## src/design/cpw_pkg.sv

```systemverilog
package cpw_pkg;

   // ----------------------------------------------------------------
   // Register offsets
   // ----------------------------------------------------------------
   localparam logic [3:0] OFF_CMP0_CTRL = 4'h0;
   localparam logic [3:0] OFF_CMP1_CTRL = 4'h1;
   localparam logic [3:0] OFF_CMP0_MUX  = 4'h2;
   localparam logic [3:0] OFF_CMP1_MUX  = 4'h3;
   localparam logic [3:0] OFF_ROUTE     = 4'h4;
   localparam logic [3:0] OFF_SCALE     = 4'h5;
   localparam logic [3:0] OFF_WINDOW    = 4'h6;
   localparam logic [3:0] OFF_STATUS    = 4'h7;
   localparam logic [3:0] OFF_CURRENT   = 4'h8;
   localparam logic [3:0] OFF_TRIM      = 4'h9;

   // ----------------------------------------------------------------
   // Writable bits, reset value and field positions
   // ----------------------------------------------------------------
   localparam logic [7:0] RST_BYTE   = 8'h00;
   localparam logic [7:0] MASK_MUX   = 8'h3F;
   localparam logic [7:0] MASK_ROUTE = 8'h03;
   localparam logic [7:0] MASK_SCALE = 8'h3F;
   localparam logic [7:0] MASK_WIN   = 8'h1F;
   localparam logic [7:0] MASK_CUR   = 8'hC3;
   localparam logic [7:0] MASK_TRIM  = 8'h0F;
   localparam int ROUTE_CMP0_BIT = 0;
   localparam int ROUTE_CMP1_BIT = 1;
   localparam int WIN_EN_BIT     = 4;
   localparam int CUR_EN_BIT     = 7;
   localparam int CUR_DBL_BIT    = 6;
   localparam int NUM_CMP        = 2;

   // ----------------------------------------------------------------
   // Types
   // ----------------------------------------------------------------
   typedef enum logic [1:0] {
      CPW_WIN_ABOVE   = 2'b00,
      CPW_WIN_INSIDE  = 2'b01,
      CPW_WIN_BELOW   = 2'b10,
      CPW_WIN_OUTSIDE = 2'b11
   } cpw_win_t;

   typedef enum logic [1:0] {
      CPW_EDGE_TOGGLE = 2'b00,
      CPW_EDGE_RSVD   = 2'b01,
      CPW_EDGE_FALL   = 2'b10,
      CPW_EDGE_RISE   = 2'b11
   } cpw_edge_t;

   typedef struct packed {
      cpw_edge_t  edge_condition;
      logic [1:0] irq_level;
      logic       high_speed;
      logic [1:0] hysteresis;
      logic       enable;
   } cpw_cmp_ctrl_t;

   typedef struct packed {
      logic [1:0] rsvd;
      logic [2:0] positive_input_select;
      logic [2:0] negative_input_select;
   } cpw_mux_t;

   typedef struct packed {
      logic       enable;
      logic       current_double;
      logic [3:0] rsvd;
      logic       cmp1_current_out;
      logic       cmp0_current_out;
   } cpw_cur_t;

   typedef struct packed {
      logic       wr;
      logic       rd;
      logic [3:0] addr;
      logic [7:0] wdata;
   } cpw_bus_req_t;

endpackage

```

## src/design/cpw_edge_det.sv

```systemverilog
`timescale 1ns/10ps
`default_nettype none
module cpw_edge_det
(
   input  wire logic              clock,
   input  wire logic              rst_n,
   input  wire logic              level,
   input  wire logic              enable,
   input  wire cpw_pkg::cpw_edge_t cond,
   output logic                   evt_r
);

   logic prev_r;
   logic rise;
   logic fall;

   assign rise = level & ~prev_r;
   assign fall = ~level & prev_r;

   always_ff @(posedge clock)
   begin
      if (!rst_n)
         prev_r <= 1'b0;
      else
         prev_r <= level;
   end

   // Reserved condition never fires; event is independent of irq level
   always_ff @(posedge clock)
   begin
      if (!rst_n)
         evt_r <= 1'b0;
      else if (!enable)
         evt_r <= 1'b0;
      else
      begin
         unique case (cond)
            cpw_pkg::CPW_EDGE_TOGGLE: evt_r <= rise | fall;
            cpw_pkg::CPW_EDGE_RSVD:   evt_r <= 1'b0;
            cpw_pkg::CPW_EDGE_FALL:   evt_r <= fall;
            cpw_pkg::CPW_EDGE_RISE:   evt_r <= rise;
         endcase
      end
   end

   property p_rise_evt;
      @(posedge clock) disable iff (!rst_n)
      (enable && cond == cpw_pkg::CPW_EDGE_RISE && level && !prev_r)
         |=> evt_r;
   endproperty
   a_rise_evt: assert property (p_rise_evt)
      else $error("rising edge gave no event");

   property p_fall_quiet;
      @(posedge clock) disable iff (!rst_n)
      (cond == cpw_pkg::CPW_EDGE_FALL && level) |=> !evt_r;
   endproperty
   a_fall_quiet: assert property (p_fall_quiet)
      else $error("falling mode fired on high level");

endmodule
`default_nettype wire

```

## src/design/cpw_window.sv

```systemverilog
`timescale 1ns/10ps
`default_nettype none
module cpw_window
(
   input  wire logic              clock,
   input  wire logic              rst_n,
   input  wire logic              win_en,
   input  wire logic              upper_lvl,
   input  wire logic              lower_lvl,
   input  wire logic [1:0]        cond,
   output cpw_pkg::cpw_win_t      state_r,
   output logic                   evt_r
);

   cpw_pkg::cpw_win_t state_nxt;
   logic              match;
   logic              match_r;

   // Upper comparator high: signal above top; lower high: above bottom
   always_comb
   begin
      unique case ({upper_lvl, lower_lvl})
         2'b11:   state_nxt = cpw_pkg::CPW_WIN_ABOVE;
         2'b01:   state_nxt = cpw_pkg::CPW_WIN_INSIDE;
         2'b00:   state_nxt = cpw_pkg::CPW_WIN_BELOW;
         2'b10:   state_nxt = cpw_pkg::CPW_WIN_OUTSIDE;
      endcase
   end

   // Outside covers both above and below the range
   always_comb
   begin
      unique case (cond)
         2'b00:   match = state_nxt == cpw_pkg::CPW_WIN_ABOVE;
         2'b01:   match = state_nxt == cpw_pkg::CPW_WIN_INSIDE;
         2'b10:   match = state_nxt == cpw_pkg::CPW_WIN_BELOW;
         2'b11:   match = state_nxt != cpw_pkg::CPW_WIN_INSIDE;
      endcase
   end

   always_ff @(posedge clock)
   begin
      if (!rst_n)
         state_r <= cpw_pkg::CPW_WIN_ABOVE;
      else
         state_r <= state_nxt;
   end

   // Fires on entry into the chosen condition, not on every cycle in it
   always_ff @(posedge clock)
   begin
      if (!rst_n)
      begin
         match_r <= 1'b0;
         evt_r   <= 1'b0;
      end
      else
      begin
         match_r <= win_en & match;
         evt_r   <= win_en & match & ~match_r;
      end
   end

   property p_win_inside;
      @(posedge clock) disable iff (!rst_n)
      (win_en && cond == 2'b01 && !upper_lvl && lower_lvl && !match_r)
         |=> evt_r;
   endproperty
   a_win_inside: assert property (p_win_inside)
      else $error("inside condition gave no window event");

endmodule
`default_nettype wire

```

## src/design/cpw_top.sv

```systemverilog
// Behaviour
// - Route bit one drives comparator one to pin6
// - Route bit zero drives comparator zero to pin7
// - Six-bit factor sets scaler to Vcc(n+1)/64
// - Window control bit four enables window mode
// - Window condition: above, inside, below, outside
// - Nonzero window level enables and prioritises interrupt
// - Status bits 7:6 show live window state
// - Status bit five shows comparator one level
// - Status bit four shows comparator zero level
// - Window flag set on condition, cleared vector/write-one
// - Comparator one flag set on edge, cleared likewise
// - Comparator zero flag set on edge, cleared likewise
// - Current bit seven enables constant current source
// - Current bit six doubles each comparator's current
// - Current bit one drives current on cmp1 negative pin
// - Current bit zero drives current on cmp0 negative pin
// - Comparator output high when positive exceeds negative
// - Edge condition: toggle, falling, rising; 01 reserved
// - Events emitted regardless of interrupt enable
//
// The plain strobed port was decided locally.
`timescale 1ns/10ps
`default_nettype none
module cpw_top
(
   input  wire logic                   clock,
   input  wire logic                   rst_n,
   input  wire cpw_pkg::cpw_bus_req_t  bus,
   output logic [7:0]                  rdata_r,
   input  wire logic [1:0]             cmp_in,
   input  wire logic [2:0]             vec_ack,
   output logic                        pin6_out,
   output logic                        pin6_oe,
   output logic                        pin7_out,
   output logic                        pin7_oe,
   output logic [2:0]                  evt_out,
   output logic [2:0]                  irq_req,
   output logic [1:0]                  irq_level_win,
   output logic [1:0]                  irq_level_cmp1,
   output logic [1:0]                  irq_level_cmp0,
   output cpw_pkg::cpw_cmp_ctrl_t      cmp0_ctrl_r,
   output cpw_pkg::cpw_cmp_ctrl_t      cmp1_ctrl_r,
   output cpw_pkg::cpw_mux_t           cmp0_mux_r,
   output cpw_pkg::cpw_mux_t           cmp1_mux_r,
   output logic [5:0]                  supply_scale_factor,
   output cpw_pkg::cpw_cur_t           cur_r,
   output logic [3:0]                  current_trim
);

   // ----------------------------------------------------------------
   // Registers
   // ----------------------------------------------------------------
   logic [7:0]        route_r;
   logic [7:0]        scale_r;
   logic [7:0]        win_r;
   logic [7:0]        trim_r;
   logic [1:0]        lvl_r;
   logic [2:0]        flag_r;
   logic [2:0]        evt;
   logic [2:0]        w1c;
   logic [1:0]        win_state_rd;
   logic [7:0]        rd_nxt;
   logic [1:0]        cmp_en;
   cpw_pkg::cpw_edge_t cmp_cond [cpw_pkg::NUM_CMP];
   cpw_pkg::cpw_win_t win_state;
   logic              win_en;
   logic              wr_hit;

   assign win_en   = win_r[cpw_pkg::WIN_EN_BIT];
   assign wr_hit   = bus.wr;
   assign cmp_en   = {cmp1_ctrl_r.enable, cmp0_ctrl_r.enable};
   assign cmp_cond[0] = cmp0_ctrl_r.edge_condition;
   assign cmp_cond[1] = cmp1_ctrl_r.edge_condition;

   assign supply_scale_factor = scale_r[5:0];
   assign current_trim        = trim_r[3:0];
   assign irq_level_win       = win_r[1:0];
   assign irq_level_cmp1      = cmp1_ctrl_r.irq_level;
   assign irq_level_cmp0      = cmp0_ctrl_r.irq_level;
   assign pin6_oe             = route_r[cpw_pkg::ROUTE_CMP1_BIT];
   assign pin7_oe             = route_r[cpw_pkg::ROUTE_CMP0_BIT];

   // ----------------------------------------------------------------
   // Register writes
   // ----------------------------------------------------------------
   // Reserved bits are masked off so they always read back as zero
   always_ff @(posedge clock)
   begin
      if (!rst_n)
      begin
         cmp0_ctrl_r <= cpw_pkg::cpw_cmp_ctrl_t'(cpw_pkg::RST_BYTE);
         cmp1_ctrl_r <= cpw_pkg::cpw_cmp_ctrl_t'(cpw_pkg::RST_BYTE);
         cmp0_mux_r  <= cpw_pkg::cpw_mux_t'(cpw_pkg::RST_BYTE);
         cmp1_mux_r  <= cpw_pkg::cpw_mux_t'(cpw_pkg::RST_BYTE);
      end
      else if (wr_hit)
      begin
         if (bus.addr == cpw_pkg::OFF_CMP0_CTRL)
            cmp0_ctrl_r <= cpw_pkg::cpw_cmp_ctrl_t'(bus.wdata);
         if (bus.addr == cpw_pkg::OFF_CMP1_CTRL)
            cmp1_ctrl_r <= cpw_pkg::cpw_cmp_ctrl_t'(bus.wdata);
         if (bus.addr == cpw_pkg::OFF_CMP0_MUX)
            cmp0_mux_r <= cpw_pkg::cpw_mux_t'(bus.wdata & cpw_pkg::MASK_MUX);
         if (bus.addr == cpw_pkg::OFF_CMP1_MUX)
            cmp1_mux_r <= cpw_pkg::cpw_mux_t'(bus.wdata & cpw_pkg::MASK_MUX);
      end
   end

   always_ff @(posedge clock)
   begin
      if (!rst_n)
      begin
         route_r <= cpw_pkg::RST_BYTE;
         scale_r <= cpw_pkg::RST_BYTE;
         win_r   <= cpw_pkg::RST_BYTE;
         trim_r  <= cpw_pkg::RST_BYTE;
      end
      else if (wr_hit)
      begin
         if (bus.addr == cpw_pkg::OFF_ROUTE)
            route_r <= bus.wdata & cpw_pkg::MASK_ROUTE;
         if (bus.addr == cpw_pkg::OFF_SCALE)
            scale_r <= bus.wdata & cpw_pkg::MASK_SCALE;
         if (bus.addr == cpw_pkg::OFF_WINDOW)
            win_r <= bus.wdata & cpw_pkg::MASK_WIN;
         if (bus.addr == cpw_pkg::OFF_TRIM)
            trim_r <= bus.wdata & cpw_pkg::MASK_TRIM;
      end
   end

   // Current source enable, doubling and per-pin output enables
   always_ff @(posedge clock)
   begin
      if (!rst_n)
         cur_r <= cpw_pkg::cpw_cur_t'(cpw_pkg::RST_BYTE);
      else if (wr_hit && bus.addr == cpw_pkg::OFF_CURRENT)
         cur_r <= cpw_pkg::cpw_cur_t'(bus.wdata
                                      & cpw_pkg::MASK_CUR);
   end

   // ----------------------------------------------------------------
   // Comparator levels, events and window
   // ----------------------------------------------------------------
   // Analog outputs arrive already digital and synchronous
   always_ff @(posedge clock)
   begin
      if (!rst_n)
         lvl_r <= 2'b00;
      else
         lvl_r <= cmp_in;
   end

   generate
      for (genvar i = 0; i < cpw_pkg::NUM_CMP; i++)
      begin : g_cmp
         cpw_edge_det u_edge
         (
            .clock  (clock),
            .rst_n  (rst_n),
            .level  (lvl_r[i]),
            .enable (cmp_en[i]),
            .cond   (cmp_cond[i]),
            .evt_r  (evt[i])
         );
      end
   endgenerate

   cpw_window u_window
   (
      .clock     (clock),
      .rst_n     (rst_n),
      .win_en    (win_en),
      .upper_lvl (lvl_r[0]),
      .lower_lvl (lvl_r[1]),
      .cond      (win_r[3:2]),
      .state_r   (win_state),
      .evt_r     (evt[2])
   );

   // ----------------------------------------------------------------
   // Flags: a set in the clearing cycle wins
   // ----------------------------------------------------------------
   assign w1c = (wr_hit && bus.addr == cpw_pkg::OFF_STATUS) ?
                bus.wdata[2:0] : 3'b000;

   always_ff @(posedge clock)
   begin
      if (!rst_n)
         flag_r <= 3'b000;
      else
         flag_r <= (flag_r & ~(w1c | vec_ack))
                   | evt;
   end

   always_ff @(posedge clock)
   begin
      if (!rst_n)
      begin
         evt_out <= 3'b000;
         irq_req <= 3'b000;
      end
      else
      begin
         evt_out <= evt;
         irq_req <= flag_r & {|win_r[1:0], |cmp1_ctrl_r.irq_level,
                              |cmp0_ctrl_r.irq_level};
      end
   end

   always_ff @(posedge clock)
   begin
      if (!rst_n)
      begin
         pin6_out <= 1'b0;
         pin7_out <= 1'b0;
      end
      else
      begin
         pin6_out <= lvl_r[1];
         pin7_out <= lvl_r[0];
      end
   end

   // ----------------------------------------------------------------
   // Read data, valid in the cycle after the strobe only
   // ----------------------------------------------------------------
   assign win_state_rd = win_en ? win_state : 2'b00;

   always_comb
   begin
      unique case (bus.addr)
         cpw_pkg::OFF_CMP0_CTRL: rd_nxt = cmp0_ctrl_r;
         cpw_pkg::OFF_CMP1_CTRL: rd_nxt = cmp1_ctrl_r;
         cpw_pkg::OFF_CMP0_MUX:  rd_nxt = cmp0_mux_r;
         cpw_pkg::OFF_CMP1_MUX:  rd_nxt = cmp1_mux_r;
         cpw_pkg::OFF_ROUTE:     rd_nxt = route_r;
         cpw_pkg::OFF_SCALE:     rd_nxt = scale_r;
         cpw_pkg::OFF_WINDOW:    rd_nxt = win_r;
         cpw_pkg::OFF_STATUS:    rd_nxt = {win_state_rd, lvl_r[1], lvl_r[0],
                                           1'b0, flag_r};
         cpw_pkg::OFF_CURRENT:   rd_nxt = cur_r;
         cpw_pkg::OFF_TRIM:      rd_nxt = trim_r;
         default:                rd_nxt = 8'h00;
      endcase
   end

   always_ff @(posedge clock)
   begin
      if (!rst_n)
         rdata_r <= 8'h00;
      else if (bus.rd)
         rdata_r <= rd_nxt;
      else
         rdata_r <= 8'h00;
   end

   // ----------------------------------------------------------------
   // Checks
   // ----------------------------------------------------------------
   property p_route1;
      @(posedge clock) disable iff (!rst_n)
      (bus.wr && bus.addr == cpw_pkg::OFF_ROUTE)
         |=> pin6_oe == $past(bus.wdata[1]);
   endproperty
   a_route1: assert property (p_route1)
      else $error("pin6 enable does not follow route write");

   property p_pin7_level;
      @(posedge clock) disable iff (!rst_n)
      $past(rst_n, 2) |-> pin7_out == $past(cmp_in[0], 2);
   endproperty
   a_pin7_level: assert property (p_pin7_level)
      else $error("pin7 does not carry comparator zero");

   property p_reserved;
      @(posedge clock) disable iff (!rst_n)
      (bus.rd && bus.addr == cpw_pkg::OFF_CURRENT) |=> rdata_r[5:2] == 4'h0;
   endproperty
   a_reserved: assert property (p_reserved)
      else $error("reserved current bits read nonzero");

   property p_scale;
      @(posedge clock) disable iff (!rst_n)
      (bus.wr && bus.addr == cpw_pkg::OFF_SCALE)
         |=> supply_scale_factor == $past(bus.wdata[5:0]);
   endproperty
   a_scale: assert property (p_scale)
      else $error("scale factor not taken");

   property p_window_state;
      @(posedge clock) disable iff (!rst_n)
      (bus.rd && bus.addr == cpw_pkg::OFF_STATUS && !win_en)
         |=> rdata_r[7:6] == 2'b00;
   endproperty
   a_window_state: assert property (p_window_state)
      else $error("window state shown while window off");

   property p_levels;
      @(posedge clock) disable iff (!rst_n)
      ($past(rst_n, 2) && bus.rd && bus.addr == cpw_pkg::OFF_STATUS)
         |=> rdata_r[5:4] == $past(cmp_in, 2);
   endproperty
   a_levels: assert property (p_levels)
      else $error("status levels do not match comparators");

   property p_set_wins;
      @(posedge clock) disable iff (!rst_n)
      evt[2] |=> flag_r[2];
   endproperty
   a_set_wins: assert property (p_set_wins)
      else $error("window event lost");

   property p_clear;
      @(posedge clock) disable iff (!rst_n)
      (vec_ack[1] && !evt[1]) |=> !flag_r[1];
   endproperty
   a_clear: assert property (p_clear)
      else $error("comparator one flag not cleared by vector");

   property p_w1c;
      @(posedge clock) disable iff (!rst_n)
      (w1c[0] && !evt[0]) |=> !flag_r[0];
   endproperty
   a_w1c: assert property (p_w1c)
      else $error("comparator zero flag not cleared by write");

   property p_irq;
      @(posedge clock) disable iff (!rst_n)
      (flag_r[2] && win_r[1:0] == 2'b00) |=> !irq_req[2];
   endproperty
   a_irq: assert property (p_irq)
      else $error("window request with level zero");

   property p_current;
      @(posedge clock) disable iff (!rst_n)
      (bus.wr && bus.addr == cpw_pkg::OFF_CURRENT)
         |=> {cur_r.enable, cur_r.current_double, cur_r.cmp1_current_out,
              cur_r.cmp0_current_out} ==
             {$past(bus.wdata[7:6]), $past(bus.wdata[1:0])};
   endproperty
   a_current: assert property (p_current)
      else $error("current control not taken");

endmodule
`default_nettype wire

```

## config.mk

```make
export PLATFORM = sky130hd
export DESIGN_NAME = cpw_top
export DESIGN_NICKNAME = d
export VERILOG_FILES = /design/src/design/cpw_pkg.sv /design/src/design/cpw_edge_det.sv /design/src/design/cpw_window.sv /design/src/design/cpw_top.sv
export SDC_FILE = /design/constraint.sdc
export NUM_CORES = 1
export LEC_CHECK = 0
export ABC_AREA = 1
export BUFFER_PORTS_ARGS = -buffer_cell sky130_fd_sc_hd__clkbuf_2
export CAP_MARGIN = 20
export CORE_MARGIN = 2
export CORE_UTILIZATION = 45
export DETAILED_ROUTE_END_ITERATION = 8
export PLACE_DENSITY = 0.74
export SLEW_MARGIN = 15
export SYNTH_ARGS = -nofsm -noshare
export SYNTH_HDL_FRONTEND = slang
export SYNTH_SLANG_ARGS = --single-unit
```

## constraint.sdc

```tcl
create_clock -name clock -period 1.3 [get_ports clock]
set_input_delay 0.13 -clock clock [delete_from_list [all_inputs] [get_ports clock]]
set_output_delay 0.13 -clock clock [all_outputs]
set_load 0.005 [all_outputs]
```

==> out/qor.yml <==
gr-usage-met1_pct: 32.4
gp_congestion: 0.970
setup_tns_ps: 0
placed_cells: 654
ff2ff_path_depth: 10
ys_ff_latch: 76
areaGrowthSynthToFinish_pct: 25.1
relSlewSlack_pct: 63.3
grt_pass1_vias: 3131
antenna_found_initial: 0
htree_levels: 3
final_util_pct: 58.6
finalCritPeriodShare_pct: 97.1
grt_setup_unrepaired: "yes"
fmax_mhz: 792
nNetsFinal: 602
core_um2: 7330
mostFrequentLayoutCell: "clkbuf_2"
hold_depth: 4
tightest_slew_ps: 550
vdd_drop_max_v: 0.000487
cp-start-kind: "flip-flop"
portBuffers: 86
root_buffer: "clkbuf_8"
finalInstanceArea_um2: 4300
drtIter0Drc: 410
globalRouteMet2Util_pct: 37.2
seq_power_share_pct: 51.5
ant_nets: 0
drc: 0
p_int_mw: 3.46
fin_ws_ps: 37.4
die_y_um: 91.3
arrival_ps: 1560
die_width_um: 91.3
slew_viol_final: 0
avgSynthCellArea_um2: 7.40
firstDrtPassIters: 5
switching_share_pct: 25.7
clockBufferDepth: 2
clk_latency_ps: 350
crit_type: "flip-flop to flip-flop"
rr_startpoint: "lvl_r[1]"
combPwrFrac_pct: 9.3
hp-class: "input port to flip-flop"
via_per_inst: 5.10
setup_viol: 0
numCtsBuffers: 9
period_needed_ps: 1260
gr-usage-met3_pct: 5.23
finalClockSkew_ps: 6.63
p_sw_mw: 1.20
place_ws_ps: -24.1
pin_count: 95
clkSinkCount: 76
post_drt_wl_per_cell_um: 14.4
wirelength_mm: 9.68
leakage_nw: 2.00
gr-total-overflow: 0
via_count: 3430
synth_area_um2: 3430
tritoncts: "built"
final_cell_mix: "clkbuf_2 (86), nand2_1 (83), dfxtp_1 (74)"
ys_top_cells_by_area: "dfxtp_1 (44%), nand2_1 (9.1%), a21oi_1 (8.3%), nand3_1 (7.0%), inv_1 (6.6%)"
r2r_end: "u_window.evt_r"
drive_gt1_share_pct: 26.1
critPathRequiredTime_ps: 1590
ys_warn_count: 0
power_density_nw_per_um2: 1080
busiest_layer: "met2"
min_from: "vec_ack[2]"
die_area_um2: 8340
num_rows: 31
status: "finished clean"
grt_usage_pct: 23.8
grt_pass1_wl_mm: 15.7
synth_cell_types: 24
fillers: 695
max_cap_viol_count: 0
hold_violations: 0
worstPathMaxFanout: 4
reg2reg_slack_ps: 40
path_clk_slew_ps: 80
ys_seq_area_share_pct: 44.3
holdWs_ps: 26.7
dpl_cell_area_um2: 4040
end_kind: "flip-flop"
yosysTopAreaCell: "dfxtp_1"
synthDominantCellAreaShare_pct: 44.3
num_antenna_cells: 0
fin_cells: 673
dp_hpwl_mm: 7.22
pwr-share-clk_pct: 39.2
p_total_mw: 4.66
start_util_pct: 46.8
synthCells: 464
grt_start_max_net_pins: 26
min_to: "flag_r[2]"
## layer usage
layer	vias to the layer above	wire (um)	part of all wire [%]
li1	1688	-	-
met1	1563	4300	44
met2	162	4480	46
met3	17	716	7.4
met4	0	175	1.8
met5	-	0	0
## flip-flops by register name, indices dropped and copies added, names as in the netlist
signal,count
cur_r,4
scale_r,6
irq_level_cmp1,2
evt_out,3
cmp0_mux_r,6
u_window.evt_r,1
lvl_r,2
g_cmp.u_edge.evt_r,2
route_r,2
flag_r,3
cmp1_mux_r,6
win_r,5
irq_req,3
u_window.match_r,1
irq_level_cmp0,2
g_cmp.u_edge.prev_r,2
rdata_r,8
trim_r,4
cmp0_ctrl_r,6
u_window.state_r,2
cmp1_ctrl_r,6
## repair_timing
item	CTS	global route
setup buffers	1	1
endpoints found under the setup margin	2	2
hold endpoints to repair	2	0
pin swaps	0	5
gates cloned	0	0
resized for setup	4	7
hold buffers	2	0
## power groups by stage
stage | Clock, mW | Sequential, mW | Combinational, mW
6_report | 1.83 | 2.40 | 0.432
5_1_grt | 1.96 | 2.41 | 0.476
3_5_place_dp | 0 | 2.45 | 0.405
3_3_place_gp | 0 | 2.45 | 0.396
4_1_cts | 1.85 | 2.40 | 0.417
2_1_floorplan | 0 | 2.45 | 0.232
## cells by family after synthesis
kind of cell,Yosys count,share of synthesized area [%]
compound gates,107,16.0
fa+ha+maj,12,4.37
flops,76,44.3
other cells,1,0.109
simple gates,175,22.7
buf+inv,93,12.5
## worst max-delay path by stage
stage / depth (start not counted) / endpoint / from / slack (ps)
6_report: 10 / u_window.evt_r / lvl_r[1] / 40
5_1_grt: 10 / u_window.evt_r / lvl_r[0] / -100
4_1_cts: 10 / u_window.evt_r / lvl_r[1] / 2
3_5_place_dp: 9 / u_window.evt_r / lvl_r[0] / -20
3_3_place_gp: 9 / rdata_r[2] / bus[11] / 20
2_1_floorplan: 9 / u_window.evt_r / lvl_r[0] / 40
## synthesized netlist by cell type
cell	instances
o211ai_1	3
o21bai_1	1
nand3_2	1
inv_1	60
nor2_4	4
nand3_1	48
ha_1	12
nand2_1	83
clkinv_1	1
nor2_1	30
a21oi_1	57
dfxtp_1	76
clkbuf_1	9
nor2_2	2
buf_4	19
buf_2	1
o22ai_1	3
buf_6	1
nand2_4	2
inv_2	1
nor3_1	5
o21ai_0	43
buf_1	1
conb_1	1
## layout make-up
cell class | count | area (um^2) | area share [%]
inverters | 62 | 238 | 5.53
flip-flops and latches | 76 | 1530 | 35.6
well taps | 99 | 124 | 2.88
clock buffers | 10 | 138 | 3.20
clock inverters | 6 | 63.8 | 1.49
multi-input cells | 302 | 1530 | 35.6
repair buffers | 118 | 676 | 15.7
## worst max-delay path, cell delays in order, from the launching register on
cell     delay (ps)
dfxtp_4         380
inv_4            40
ha_4            260
inv_2            30
nor2_1           90
nand2_1          60
o21ai_1          70
nand2_1          60
nand2_1          50
nand2_1          60
nor2_1          100
No activity file was read; power rests on OpenSTA's default activity.
